File: config.mk
export PLATFORM = sky130hd
export DESIGN_NAME = interpolated_position_mode
export DESIGN_NICKNAME = d
export VERILOG_FILES = /design/src/include/ip_pos_pkg.sv /design/src/step_divider.sv /design/src/interpolated_position_mode.sv
export SDC_FILE = /design/constraint.sdc
export NUM_CORES = 2
export LEC_CHECK = 0
export BUFFER_PORTS_ARGS = -buffer_cell sky130_fd_sc_hd__buf_2
export CORE_ASPECT_RATIO = 0.6
export CORE_MARGIN = 4
export CORE_UTILIZATION = 57
export DETAILED_ROUTE_END_ITERATION = 7
export PLACE_DENSITY = 0.83
export SETUP_SLACK_MARGIN = 0.3
export SLEW_MARGIN = 20
export SYNTH_ARGS = -nofsm -noshare
export SYNTH_HDL_FRONTEND = slang
export SYNTH_SLANG_ARGS = --single-unit
File: constraint.sdc
create_clock -name core_clk -period 195.3 [get_ports core_clk]
set_clock_uncertainty 0.05 [all_clocks]
set_input_delay 29.295 -clock core_clk [delete_from_list [all_inputs] [get_ports core_clk]]
set_output_delay 29.295 -clock core_clk [all_outputs]
set_load 0.005 [all_outputs]
File: src/include/ip_pos_pkg.sv
// Package: register map, field positions, reset values and timing for interpolated position
package ip_pos_pkg;

  // ********************************
  // Timing
  // ********************************
  localparam int unsigned CLK_FREQ_HZ     = 40000000;
  localparam int unsigned SUBSTEP_US      = 250;
  localparam int unsigned SUBSTEP_CYCLES  = (CLK_FREQ_HZ / 1000000) * SUBSTEP_US;
  localparam int unsigned MS_US           = 1000;
  localparam int unsigned STEPS_PER_MS    = MS_US / SUBSTEP_US;
  localparam int unsigned CYCLE_MS_MIN    = 1;
  localparam int unsigned CYCLE_MS_MAX    = 20;

  // ********************************
  // Register offsets (byte addresses)
  // ********************************
  localparam logic [7:0] ADDR_CONTROL     = 8'h00;
  localparam logic [7:0] ADDR_STATUS      = 8'h04;
  localparam logic [7:0] ADDR_REF_POS     = 8'h08;
  localparam logic [7:0] ADDR_CYCLE_TIME  = 8'h0C;
  localparam logic [7:0] ADDR_SYNC_TOL    = 8'h10;
  localparam logic [7:0] ADDR_OPTIONS     = 8'h14;
  localparam logic [7:0] ADDR_INTERP_POS  = 8'h18;

  // ********************************
  // Field positions
  // ********************************
  localparam int unsigned CW_HALT_BIT      = 8;
  localparam int unsigned CW_QSTOP_N_BIT   = 2;
  localparam int unsigned CW_ENABLE_BIT    = 3;
  localparam int unsigned CW_MODE_BIT      = 4;
  localparam int unsigned SW_FAULT_BIT     = 3;
  localparam int unsigned SW_MODE_BIT      = 12;
  localparam int unsigned OPT_LIMSUP_BIT   = 0;
  localparam int unsigned OPT_SDO_BIT      = 1;

  // ********************************
  // Reset values
  // ********************************
  localparam logic [15:0] CONTROL_RST     = 16'h0000;
  localparam logic [4:0]  CYCLE_MS_RST    = 5'h02;
  localparam logic [4:0]  SYNC_TOL_RST    = 5'h01;
  localparam logic [1:0]  OPTIONS_RST     = 2'h0;

  typedef enum logic [1:0] {
    MODE_IDLE = 2'b00,
    MODE_WAIT = 2'b01,
    MODE_RUN  = 2'b10
  } mode_state_t;

endpackage

File: src/step_divider.sv
// Even distribution of a position step across the sub-steps of one cycle
`timescale 1ns/100ps
module step_divider
  import ip_pos_pkg::*;
#(
  parameter int unsigned POS_W = 32
) (
  // Clock and reset
  input  wire logic              core_clk,
  input  wire logic              rst_n,
  // Request
  input  wire logic              start,
  input  wire logic [POS_W-1:0]  fromPos,
  input  wire logic [POS_W-1:0]  toPos,
  input  wire logic [6:0]        steps,
  input  wire logic              advance,
  // Result
  output logic [POS_W-1:0]       position
);

  logic [POS_W-1:0] pos_ff, nxt_pos;
  logic [POS_W-1:0] base_ff, nxt_base;
  logic [POS_W:0]   delta_ff, nxt_delta;
  logic [6:0]       idx_ff, nxt_idx;
  logic [6:0]       cnt_ff, nxt_cnt;
  logic signed [POS_W+8:0] prod;

  assign position = pos_ff;

  always_comb begin
    nxt_pos   = pos_ff;
    nxt_base  = base_ff;
    nxt_delta = delta_ff;
    nxt_idx   = idx_ff;
    nxt_cnt   = cnt_ff;
    prod      = '0;
    if (start) begin
      nxt_base  = fromPos;
      nxt_delta = {toPos[POS_W-1], toPos} - {fromPos[POS_W-1], fromPos};
      nxt_idx   = 7'h00;
      nxt_cnt   = (steps == 7'h00) ? 7'h01 : steps;
    end else if (advance && idx_ff < cnt_ff) begin
      // Linear share of the step; last sub-step lands exactly on target
      nxt_idx = idx_ff + 7'h01;
      prod    = $signed(delta_ff) * $signed({2'b00, nxt_idx});
      nxt_pos = base_ff + POS_W'(prod / $signed({34'h0, cnt_ff}));
    end
  end

  always_ff @(posedge core_clk) begin
    if (!rst_n) begin
      pos_ff   <= '0;
      base_ff  <= '0;
      delta_ff <= '0;
      idx_ff   <= 7'h00;
      cnt_ff   <= 7'h01;
    end else begin
      pos_ff   <= nxt_pos;
      base_ff  <= nxt_base;
      delta_ff <= nxt_delta;
      idx_ff   <= nxt_idx;
      cnt_ff   <= nxt_cnt;
    end
  end

endmodule

File: src/interpolated_position_mode.sv
// Interpolated position mode: setpoint latch, SYNC start, 250 us fine interpolation, APB registers
//
// What this block does
// - Follow a new reference position every cycle
// - Cycle period configurable 1 to 20 ms
// - Movement starts on SYNC, not on setpoint
// - Interpolated position updated every 250 us
// - No heartbeat or guarding in this mode
// - Limit-switch errors suppressed when option set and power stage enabled
// - Control bit 4 starts and ends mode
// - Service-data control starts on bit-4 rising edge
// - Status bit 12 shows mode running
// - Terminate on bit 4 clear, halt, stop, error
// - Sync tolerance counted in 250 us units
`timescale 1ns/100ps
module interpolated_position_mode
  import ip_pos_pkg::*;
#(
  parameter int unsigned POS_W = 32
) (
  // Clock and reset
  input  wire logic              core_clk,
  input  wire logic              rst_n,
  // APB slave
  input  wire logic              psel,
  input  wire logic              penable,
  input  wire logic              pwrite,
  input  wire logic [7:0]        paddr,
  input  wire logic [31:0]       pwdata,
  output logic [31:0]            prdata,
  output logic                   pready,
  output logic                   pslverr,
  // Fieldbus events and drive pins
  input  wire logic              syncPulse,
  input  wire logic              positive_limit_input,
  input  wire logic              negative_limit_input,
  input  wire logic              driveError,
  // Motion outputs
  output logic [POS_W-1:0]       interpPosition,
  output logic                   modeActive,
  output logic                   syncLost,
  output logic                   limitFault,
  output logic                   linkMonitorEnable
);

  // Elaboration-time guard on the position width
  if (POS_W < 8 || POS_W > 32) begin : g_bad_width
    $error("POS_W must be 8..32");
  end

  // ********************************
  // Input synchronisers
  // ********************************
  logic [3:0] meta_ff, sync_ff, prev_ff;
  logic       syncRise;
  always_ff @(posedge core_clk) begin
    if (!rst_n) begin
      meta_ff <= 4'h0;
      sync_ff <= 4'h0;
      prev_ff <= 4'h0;
    end else begin
      meta_ff <= {driveError, negative_limit_input, positive_limit_input, syncPulse};
      sync_ff <= meta_ff;
      prev_ff <= sync_ff;
    end
  end
  assign syncRise = sync_ff[0] & ~prev_ff[0];

  // ********************************
  // Registers and APB
  // ********************************
  logic [15:0]      drive_control_word_ff, nxt_drive_control_word;
  logic [POS_W-1:0] refPos_ff, nxt_refPos;
  logic [4:0]       cycleMs_ff, nxt_cycleMs;
  logic [4:0]       sync_tolerance_setting_ff, nxt_sync_tolerance_setting;
  logic [1:0]       options_ff, nxt_options;
  logic             wrEn, rdEn, badAddr, badData;
  logic [31:0]      nxt_prdata, prdata_ff;
  logic [15:0]      drive_status_word;

  assign wrEn    = psel & penable & pwrite;
  assign rdEn    = psel & penable & ~pwrite;
  assign pready  = 1'b1;
  always_comb begin
    badAddr = 1'b0;
    badData = 1'b0;
    case (paddr)
      ADDR_CONTROL, ADDR_STATUS, ADDR_REF_POS, ADDR_OPTIONS, ADDR_INTERP_POS: badAddr = 1'b0;
      ADDR_CYCLE_TIME: badData = pwrite && (pwdata[4:0] < 5'(CYCLE_MS_MIN) || pwdata[4:0] > 5'(CYCLE_MS_MAX)
                                            || pwdata[31:5] != '0);
      ADDR_SYNC_TOL:   badData = pwrite && (pwdata[4:0] == 5'h00 || pwdata[4:0] > 5'h14 || pwdata[31:5] != '0);
      default: badAddr = 1'b1;
    endcase
  end
  assign pslverr = psel & penable & (badAddr | badData);

  always_comb begin
    nxt_drive_control_word     = drive_control_word_ff;
    nxt_refPos                 = refPos_ff;
    nxt_cycleMs                = cycleMs_ff;
    nxt_sync_tolerance_setting = sync_tolerance_setting_ff;
    nxt_options                = options_ff;
    nxt_prdata                 = prdata_ff;
    if (wrEn && !badData) begin
      case (paddr)
        ADDR_CONTROL:    nxt_drive_control_word = pwdata[15:0];
        ADDR_REF_POS:    nxt_refPos = pwdata[POS_W-1:0];
        ADDR_CYCLE_TIME: nxt_cycleMs = pwdata[4:0];
        ADDR_SYNC_TOL:   nxt_sync_tolerance_setting = pwdata[4:0];
        ADDR_OPTIONS:    nxt_options = pwdata[1:0];
        default:         nxt_options = options_ff;
      endcase
    end
    if (psel && !penable && !pwrite) begin
      case (paddr)
        ADDR_CONTROL:    nxt_prdata = {16'h0000, drive_control_word_ff};
        ADDR_STATUS:     nxt_prdata = {16'h0000, drive_status_word};
        ADDR_REF_POS:    nxt_prdata = 32'(signed'(refPos_ff));
        ADDR_CYCLE_TIME: nxt_prdata = {27'h0, cycleMs_ff};
        ADDR_SYNC_TOL:   nxt_prdata = {27'h0, sync_tolerance_setting_ff};
        ADDR_OPTIONS:    nxt_prdata = {30'h0, options_ff};
        ADDR_INTERP_POS: nxt_prdata = 32'(signed'(interpPosition));
        default:         nxt_prdata = 32'h0000_0000;
      endcase
    end
  end

  always_ff @(posedge core_clk) begin
    if (!rst_n) begin
      drive_control_word_ff     <= CONTROL_RST;
      refPos_ff                 <= '0;
      cycleMs_ff                <= CYCLE_MS_RST;
      sync_tolerance_setting_ff <= SYNC_TOL_RST;
      options_ff                <= OPTIONS_RST;
      prdata_ff                 <= 32'h0000_0000;
    end else begin
      drive_control_word_ff     <= nxt_drive_control_word;
      refPos_ff                 <= nxt_refPos;
      cycleMs_ff                <= nxt_cycleMs;
      sync_tolerance_setting_ff <= nxt_sync_tolerance_setting;
      options_ff                <= nxt_options;
      prdata_ff                 <= nxt_prdata;
    end
  end
  assign prdata = prdata_ff;

  // ********************************
  // Mode control
  // ********************************
  mode_state_t state_ff, nxt_state;
  logic        bit4Prev_ff, nxt_bit4Prev;
  logic        bit4, bit4Rise, stopReq, errNow;
  logic [POS_W-1:0] lastTarget_ff, nxt_lastTarget;
  logic        startSeg, subTick;
  // Wide enough to hold the full 10000-cycle sub-step
  logic [13:0] subCnt_ff, nxt_subCnt;
  logic [6:0]  gapCnt_ff, nxt_gapCnt;
  logic        syncLost_ff, nxt_syncLost;
  logic [6:0]  stepsPerCycle, tolSteps;

  assign bit4 = drive_control_word_ff[CW_MODE_BIT];
  assign bit4Rise = bit4 & ~bit4Prev_ff;
  // Suppression option masks limit faults while power stage enabled
  assign limitFault = (sync_ff[1] | sync_ff[2]) &
                      ~(options_ff[OPT_LIMSUP_BIT] & drive_control_word_ff[CW_ENABLE_BIT]);
  assign errNow  = sync_ff[3] | limitFault | syncLost_ff;
  assign stopReq = drive_control_word_ff[CW_HALT_BIT] | ~drive_control_word_ff[CW_QSTOP_N_BIT];
  assign stepsPerCycle = 7'(cycleMs_ff * STEPS_PER_MS);
  assign tolSteps      = 7'(sync_tolerance_setting_ff);
  assign subTick  = (subCnt_ff == 14'(SUBSTEP_CYCLES - 1));
  // The first SYNC after start already launches a segment
  assign startSeg = (state_ff != MODE_IDLE) & syncRise;

  always_comb begin
    nxt_state      = state_ff;
    nxt_bit4Prev   = bit4;
    nxt_lastTarget = lastTarget_ff;
    nxt_subCnt     = subTick ? 14'h0000 : subCnt_ff + 14'h0001;
    nxt_gapCnt     = gapCnt_ff;
    nxt_syncLost   = syncLost_ff;
    case (state_ff)
      MODE_IDLE: begin
        nxt_lastTarget = interpPosition;
        // Overdue-SYNC fault held until bit 4 drops, so a lost link cannot restart itself
        if (!bit4) nxt_syncLost = 1'b0;
        // Service-data path needs power stage and a fresh edge
        if (!errNow && !stopReq && (options_ff[OPT_SDO_BIT] ?
            (bit4Rise && drive_control_word_ff[CW_ENABLE_BIT]) : bit4)) begin
          nxt_state    = MODE_WAIT;
          nxt_syncLost = 1'b0;
        end
      end
      MODE_WAIT, MODE_RUN: begin
        if (syncRise) begin
          nxt_state      = MODE_RUN;
          nxt_lastTarget = refPos_ff;
          nxt_gapCnt     = 7'h00;
          nxt_subCnt     = 14'h0000;
        end else if (state_ff == MODE_RUN && subTick) begin
          nxt_gapCnt = gapCnt_ff + 7'h01;
          // SYNC overdue by more than the tolerance
          if (gapCnt_ff >= stepsPerCycle + tolSteps - 7'h01) nxt_syncLost = 1'b1;
        end
        if (!bit4 || stopReq || errNow) nxt_state = MODE_IDLE;
      end
      default: nxt_state = MODE_IDLE;
    endcase
  end

  always_ff @(posedge core_clk) begin
    if (!rst_n) begin
      state_ff      <= MODE_IDLE;
      bit4Prev_ff   <= 1'b0;
      lastTarget_ff <= '0;
      subCnt_ff     <= 14'h0000;
      gapCnt_ff     <= 7'h00;
      syncLost_ff   <= 1'b0;
    end else begin
      state_ff      <= nxt_state;
      bit4Prev_ff   <= nxt_bit4Prev;
      lastTarget_ff <= nxt_lastTarget;
      subCnt_ff     <= nxt_subCnt;
      gapCnt_ff     <= nxt_gapCnt;
      syncLost_ff   <= nxt_syncLost;
    end
  end

  assign modeActive = (state_ff != MODE_IDLE);
  assign syncLost   = syncLost_ff;
  // Heartbeat and guarding off while mode runs
  assign linkMonitorEnable = ~modeActive;
  always_comb begin
    drive_status_word = 16'h0000;
    drive_status_word[SW_MODE_BIT]  = modeActive;
    drive_status_word[SW_FAULT_BIT] = errNow;
  end

  // ********************************
  // Fine interpolator
  // ********************************
  step_divider #(
    .POS_W (POS_W)
  ) u_step (
    .core_clk (core_clk),
    .rst_n    (rst_n),
    .start    (startSeg),
    .fromPos  (lastTarget_ff),
    .toPos    (refPos_ff),
    .steps    (stepsPerCycle),
    .advance  (subTick & (state_ff == MODE_RUN)),
    .position (interpPosition)
  );

endmodule

Word level (Yosys, flattened, before mapping)
Index checks and enable logic that the tools add are counted.

storage, ports and cells
  bits in registers = 269
  output and inout port bits = 70
  input port bits = 49

operators by class
  reduce and logical (&&, ||, !) cells = 43
  $add $sub $neg = 7
  equal/unequal tests = 16
  mux-type cells = 22
  bitwise operators = 21
  div/mod/pow operators = 1
  multiply operators = 1
  magnitude comparators = 4

operators with widths
  kind                                           count
  one-hot mux 32 bit (7 select lines)            1
  one-hot mux 32 bit (2 select lines)            1
  2-to-1 mux 14 bit                              3
  divider 41 x 8 -> 41 bit                       1
  multiplier 33 x 8 -> 41 bit                    1
  subtractor 32 x 32 -> 33 bit                   1
  adder 32 bit                                   1
  2-to-1 mux 32 bit                              1
  nonzero test 27 bit                            1
  == test 8 x 5 -> 1 bit, second input constant  3
  2-to-1 mux 7 bit                               3
  AND reduction 2 bit                            9
  == test 8 x 4 -> 1 bit, second input constant  2
  adder 14 x 1 -> 14 bit, second input constant  1
  adder 7 x 1 -> 7 bit, second input constant    2
  == test 14 bit, second input constant          1
  logical AND 1 bit                              10
  inequality test 2 bit, second input constant   5
  bitwise AND 1 bit                              9
  == test 8 x 3 -> 1 bit, second input constant  1
  zero test 8 bit                                1
  adder 7 x 5 -> 7 bit                           1
  greater-or-equal comparator 7 bit              1
  zero test 7 bit                                1
  other kinds (21)                               54

Depth between registers and ports, before layout
  depth after elaboration = 10
  gate-level depth with buffers = 541
  gate-level depth less buffers = 477

Cells and area by module
A second synthesis with hierarchy kept.

unflattened totals
  cells, all modules = 8,020
  area, all modules = 59,539.6 µm²

modules (own cells, without submodules)
  module                      area an instance (µm²)  cells each  seq. area each (µm²)  instances
  step_divider                52,207.6                7,154       2,222.1               1
  interpolated_position_mode  7,332.0                 866         3,163.0               1

Least setup slack after synthesis
OpenSTA, ideal clock, no wires.

  path kind = reg2reg
  start = register u_step.idx_ff[0]
  end = register u_step.pos_ff[31], in the netlist u_step.position[31]
  period minus slack after synthesis = 98.166 ns
  setup time = 0.132 ns
  stages on the path, launching flop included = 504
  arrival time = 97.984 ns
  path slack = 97.134 ns
  cell sequence = dfxtp_1 clkbuf_1 and3_1 nand3_1 xor2_1 clkbuf_1 nor2b_1 ha_1 inv_1 fa_1 inv_1 fa_1 inv_1 fa_1 inv_1 ha_1 a21oi_1 o211ai_2 [... 468 more ...] o21bai_1 a21oi_1 o21bai_1 a21oi_1 o21bai_1 a21oi_1 o21bai_1 a21oi_1 nor2b_1 o21a_1 o21a_1 o21a_1 o21ai_0 nand2b_1 a21oi_1 xnor2_1 xnor2_1 a21oi_1

between the ends
  cells in the longest elaborated chain, start to end = 4

ends and longest elaborated chain
  element                      line                source
  from (decl)                  step_divider.sv:24  logic [6:0] idx_ff, nxt_idx;
  from (signal assigned)       step_divider.sv:61  idx_ff <= nxt_idx;
  adder 7 x 1 -> 7 bit         step_divider.sv:44  nxt_idx = idx_ff + 7'h01;
  multiplier 33 x 8 -> 41 bit  step_divider.sv:45  prod = $signed(delta_ff) * $signed({2'b00, nxt_idx});
  divider 41 x 8 -> 41 bit     step_divider.sv:46  nxt_pos = base_ff + POS_W'(prod / $signed({34'h0, cnt_ff}));
  adder 32 bit                 step_divider.sv:46
  to (signal assigned)         step_divider.sv:58  pos_ff <= nxt_pos;
  to (decl)                    step_divider.sv:21  logic [POS_W-1:0] pos_ff, nxt_pos;

Several ways; a longest one is shown, not always the timed one.
A chain may end at the register's enable or synchronous reset.

Worst setup path in the final report
Ends and elaborated chain as after synthesis.

==> impl_metrics.csv <==
group,metric,value,unit
status,status,"complete, but fails checks",
status,violations,"DRC",
setup_path,worstReg2RegEnd,"u_step.position[31]",
grt,top_usage_layer,"met1",
final_layout,fill_cells,9785,
grt,grtUsageTotal,35.9,%
synth,netlist_area,61700,sq um
die,num_rows,93,
route,drt-pass1-iter-count,8,
synth,synth_seq_area_share,8.70,%
synth,yosys-top-cells-area,"dfxtp_1 (8.7%), ha_1 (8.2%), fa_1 (5.6%)",
clock_network,ctsHtreeMaxLevel,1,
clock_network,tritoncts,"built",
sta,rsz0062_at_grt,"false",
route,drt_first_iter_violations,8608,
grt,grt_pass1_wl,338,mm
hold_path,hold_path.class,"register to register",
grt,grt-ovfl-total,0,
placement,place_hpwl,175,mm
final_layout,nets,8604,
grt,antenna_found_initial,5,
final_layout,syn_to_final_growth,2.53,%
setup_path,worstRegToRegCells,444,
die,die_w,433,um
sta,max_freq,8.56,MHz
placement,place_congestion,1.02,
sta,tightest_slew,1180,ps
route,avgRoutedWirePerCell,22.8,um
route,viasPerCell,6.92,
clock_network,ctsHoldBuffers,0,
placement,pre_cts_ws,81830,ps
clock_network,cts_sinks,268,
synth,synth_edf_count,0,
sta,setup-violations-final,0,
setup_path,r2r_slack,78530,ps
route,dr_total_vias,65200,
synth,syn_inst,8076,
setup_path,cp_common_cell,"a21oi_1",
clock_network,cts_made_buffers,20,
sta,layout_setup_ws,78530,ps
setup_path,slowest_stage,"a2111oi_4",
die,die_area,114000,sq um
final_layout,multi_input_area,52900,sq um
clock_network,clock_latency,550,ps
job,max-cap-violations,0,
die,dieHeight,263,um
synth,syn_avg_cell_area,7.64,sq um
route,routed_wl,215,mm
die,coreArea,107000,sq um
clock_network,cts.path.max_buffers,3,
clock_network,cts.repair.resized,0,
sta,period_needed,116770,ps
synth,synth_nets,8702,
final_layout,final_common_cell,"nand2_1",
synth,synth_area_leader_cell,"dfxtp_1",
setup_path,cp.arrival,117110,ps
clock_network,post-cts-setup-buffer-count,0,
sta,hold_viol,0,
placement,port_buffers,117,
setup_path,crit_start,"u_step.idx_ff[0]",
setup_path,cp_slowest_stage_delay,820,ps
grt,gr-usage-met1,55.5,%
setup_path,rr_startpoint,"u_step.idx_ff[0]",
setup_path,critPathRequiredTime,195640,ps
grt,grt_max_degree,94,
sta,final.setup.tns,0,ps
route,route.detailed.drc,1,
grt,grt_pass1_vias,59100,
synth,ys_ff_latch,268,
setup_path,path_max_fanout,38,
sta,finalMaxSlewViolations,0,
setup_path,critPathLaunchType,"register",
final_layout,drive_above_1_share,14.0,%
clock_network,clock-root-buffer,"clkbuf_16",
synth,ys.flop_type,"dfxtp_1",
setup_path,crit_end,"u_step.position[31]",
final_layout,layout_common_cells,"nand2_1 (825), nor2_1 (695), a21oi_1 (561), ha_1 (402), inv_1 (385)",
final_layout,regArea,5370,sq um
synth,synth.distinct_cells,220,
setup_path,cp-end-kind,"register",
grt,grt_use_met2,48.3,%
synth,yosys_warnings,0,
synth,synth_top_area_share,8.70,%
route,final_antenna_net_count,0,
synth,async_flop_share,0,%
sta,relSlewSlack,20.7,%
die,ioPinCount,119,
sta,period_share,59.8,%
die,start_util,57.4,%
setup_path,path_class,"register to register",
grt,grt_use_met3,10.5,%
clock_network,clk_pin_slew_worst_paths,90,ps
-- routing by layer --
metal | vias to the layer above | share of wire [%]
met3 | 306 | 14
met5 | - | 0.065
met2 | 3975 | 39
met4 | 8 | 2.0
li1 | 29700 | -
met1 | 31200 | 45
-- through the flow --
stage                     area (sq um)  hold slack (ps)  utilization (%)  instances
final                            63300              389             58.9       9418
after global routing             63300              416             58.9       9417
after CTS                        63200              391             58.9       9417
after detailed placement         62500              373             58.2       9381
after global placement           62500              364             58.2       9381
after floorplan                  61700              362                -       8076
-- layout make-up --
type | instances | area share [%]
clock buffers | 25 | 0.886
inverters | 396 | 2.38
repair buffers | 177 | 1.64
well taps | 1425 | 2.82
multi-input cells | 7115 | 83.5
clock inverters | 11 | 0.251
flip-flops and latches | 268 | 8.48
diodes | 1 | 0.00396
-- registers in the layout, summed over array words and instances (netlist names) --
signal                     flops
prev_ff                        1
sync_tolerance_setting_ff      5
meta_ff                        4
u_step.position               32
u_step.idx_ff                  7
cycleMs_ff                     5
state_ff                       2
u_step.base_ff                32
bit4Prev_ff                    1
u_step.delta_ff               33
options_ff                     2
prdata                        32
refPos_ff                     32
subCnt_ff                     14
drive_control_word_ff         16
u_step.cnt_ff                  6
lastTarget_ff                 32
gapCnt_ff                      7
sync_ff                        4
syncLost                       1
-- cell usage after synthesis, types with 153 or more instances --
cell type	n
a21o_1	154
a21oi_1	562
and2_1	198
clkbuf_1	153
dfxtp_1	268
fa_1	174
ha_1	403
inv_1	391
nand2_1	826
nand3_1	204
nor2_1	698
nor2b_1	153
nor3_1	217
o21ai_0	295
xnor2_1	361
xor2_1	218
-- how the worst min path moves through the flow --
stage | start | to | depth (start not counted)
final | meta_ff[0] | sync_ff[0] | 1
after global routing | meta_ff[2] | sync_ff[2] | 1
after CTS | meta_ff[0] | sync_ff[0] | 1
after detailed placement | meta_ff[0] | sync_ff[0] | 1
after global placement | meta_ff[0] | sync_ff[0] | 1
after floorplan | meta_ff[0] | sync_ff[0] | 1
-- kinds of logic (layout without fill, tap and decap cells) --
kind of cell    after synthesis  count (layout)  synth area share, %
flops                       268             268                 8.70
fa+ha+maj                   578             578                 13.8
other cells                   1               2              0.00608
simple gates               3409            3409                 31.1
buf+inv                     693             609                 5.85
xor+xnor                    602             602                 8.90
compound gates             2318            2318                 28.0
mux                         207             207                 3.59
-- critical path: cells and delay by family, from the launching register on --
family | cells | cell delay, ps
AND/OR/NAND/NOR | 170 | 45680
AO/OA/AOI/OAI | 187 | 44910
adder cells (fa/ha/maj) | 47 | 16900
multiplexers | 13 | 3910
buffers and inverters | 15 | 2490
XOR/XNOR | 12 | 1970
flip-flops | 1 | 320
Power is left out: the tool's default activity adds up to more than one toggle a clock period on the data nets, which glitch-free logic cannot reach.
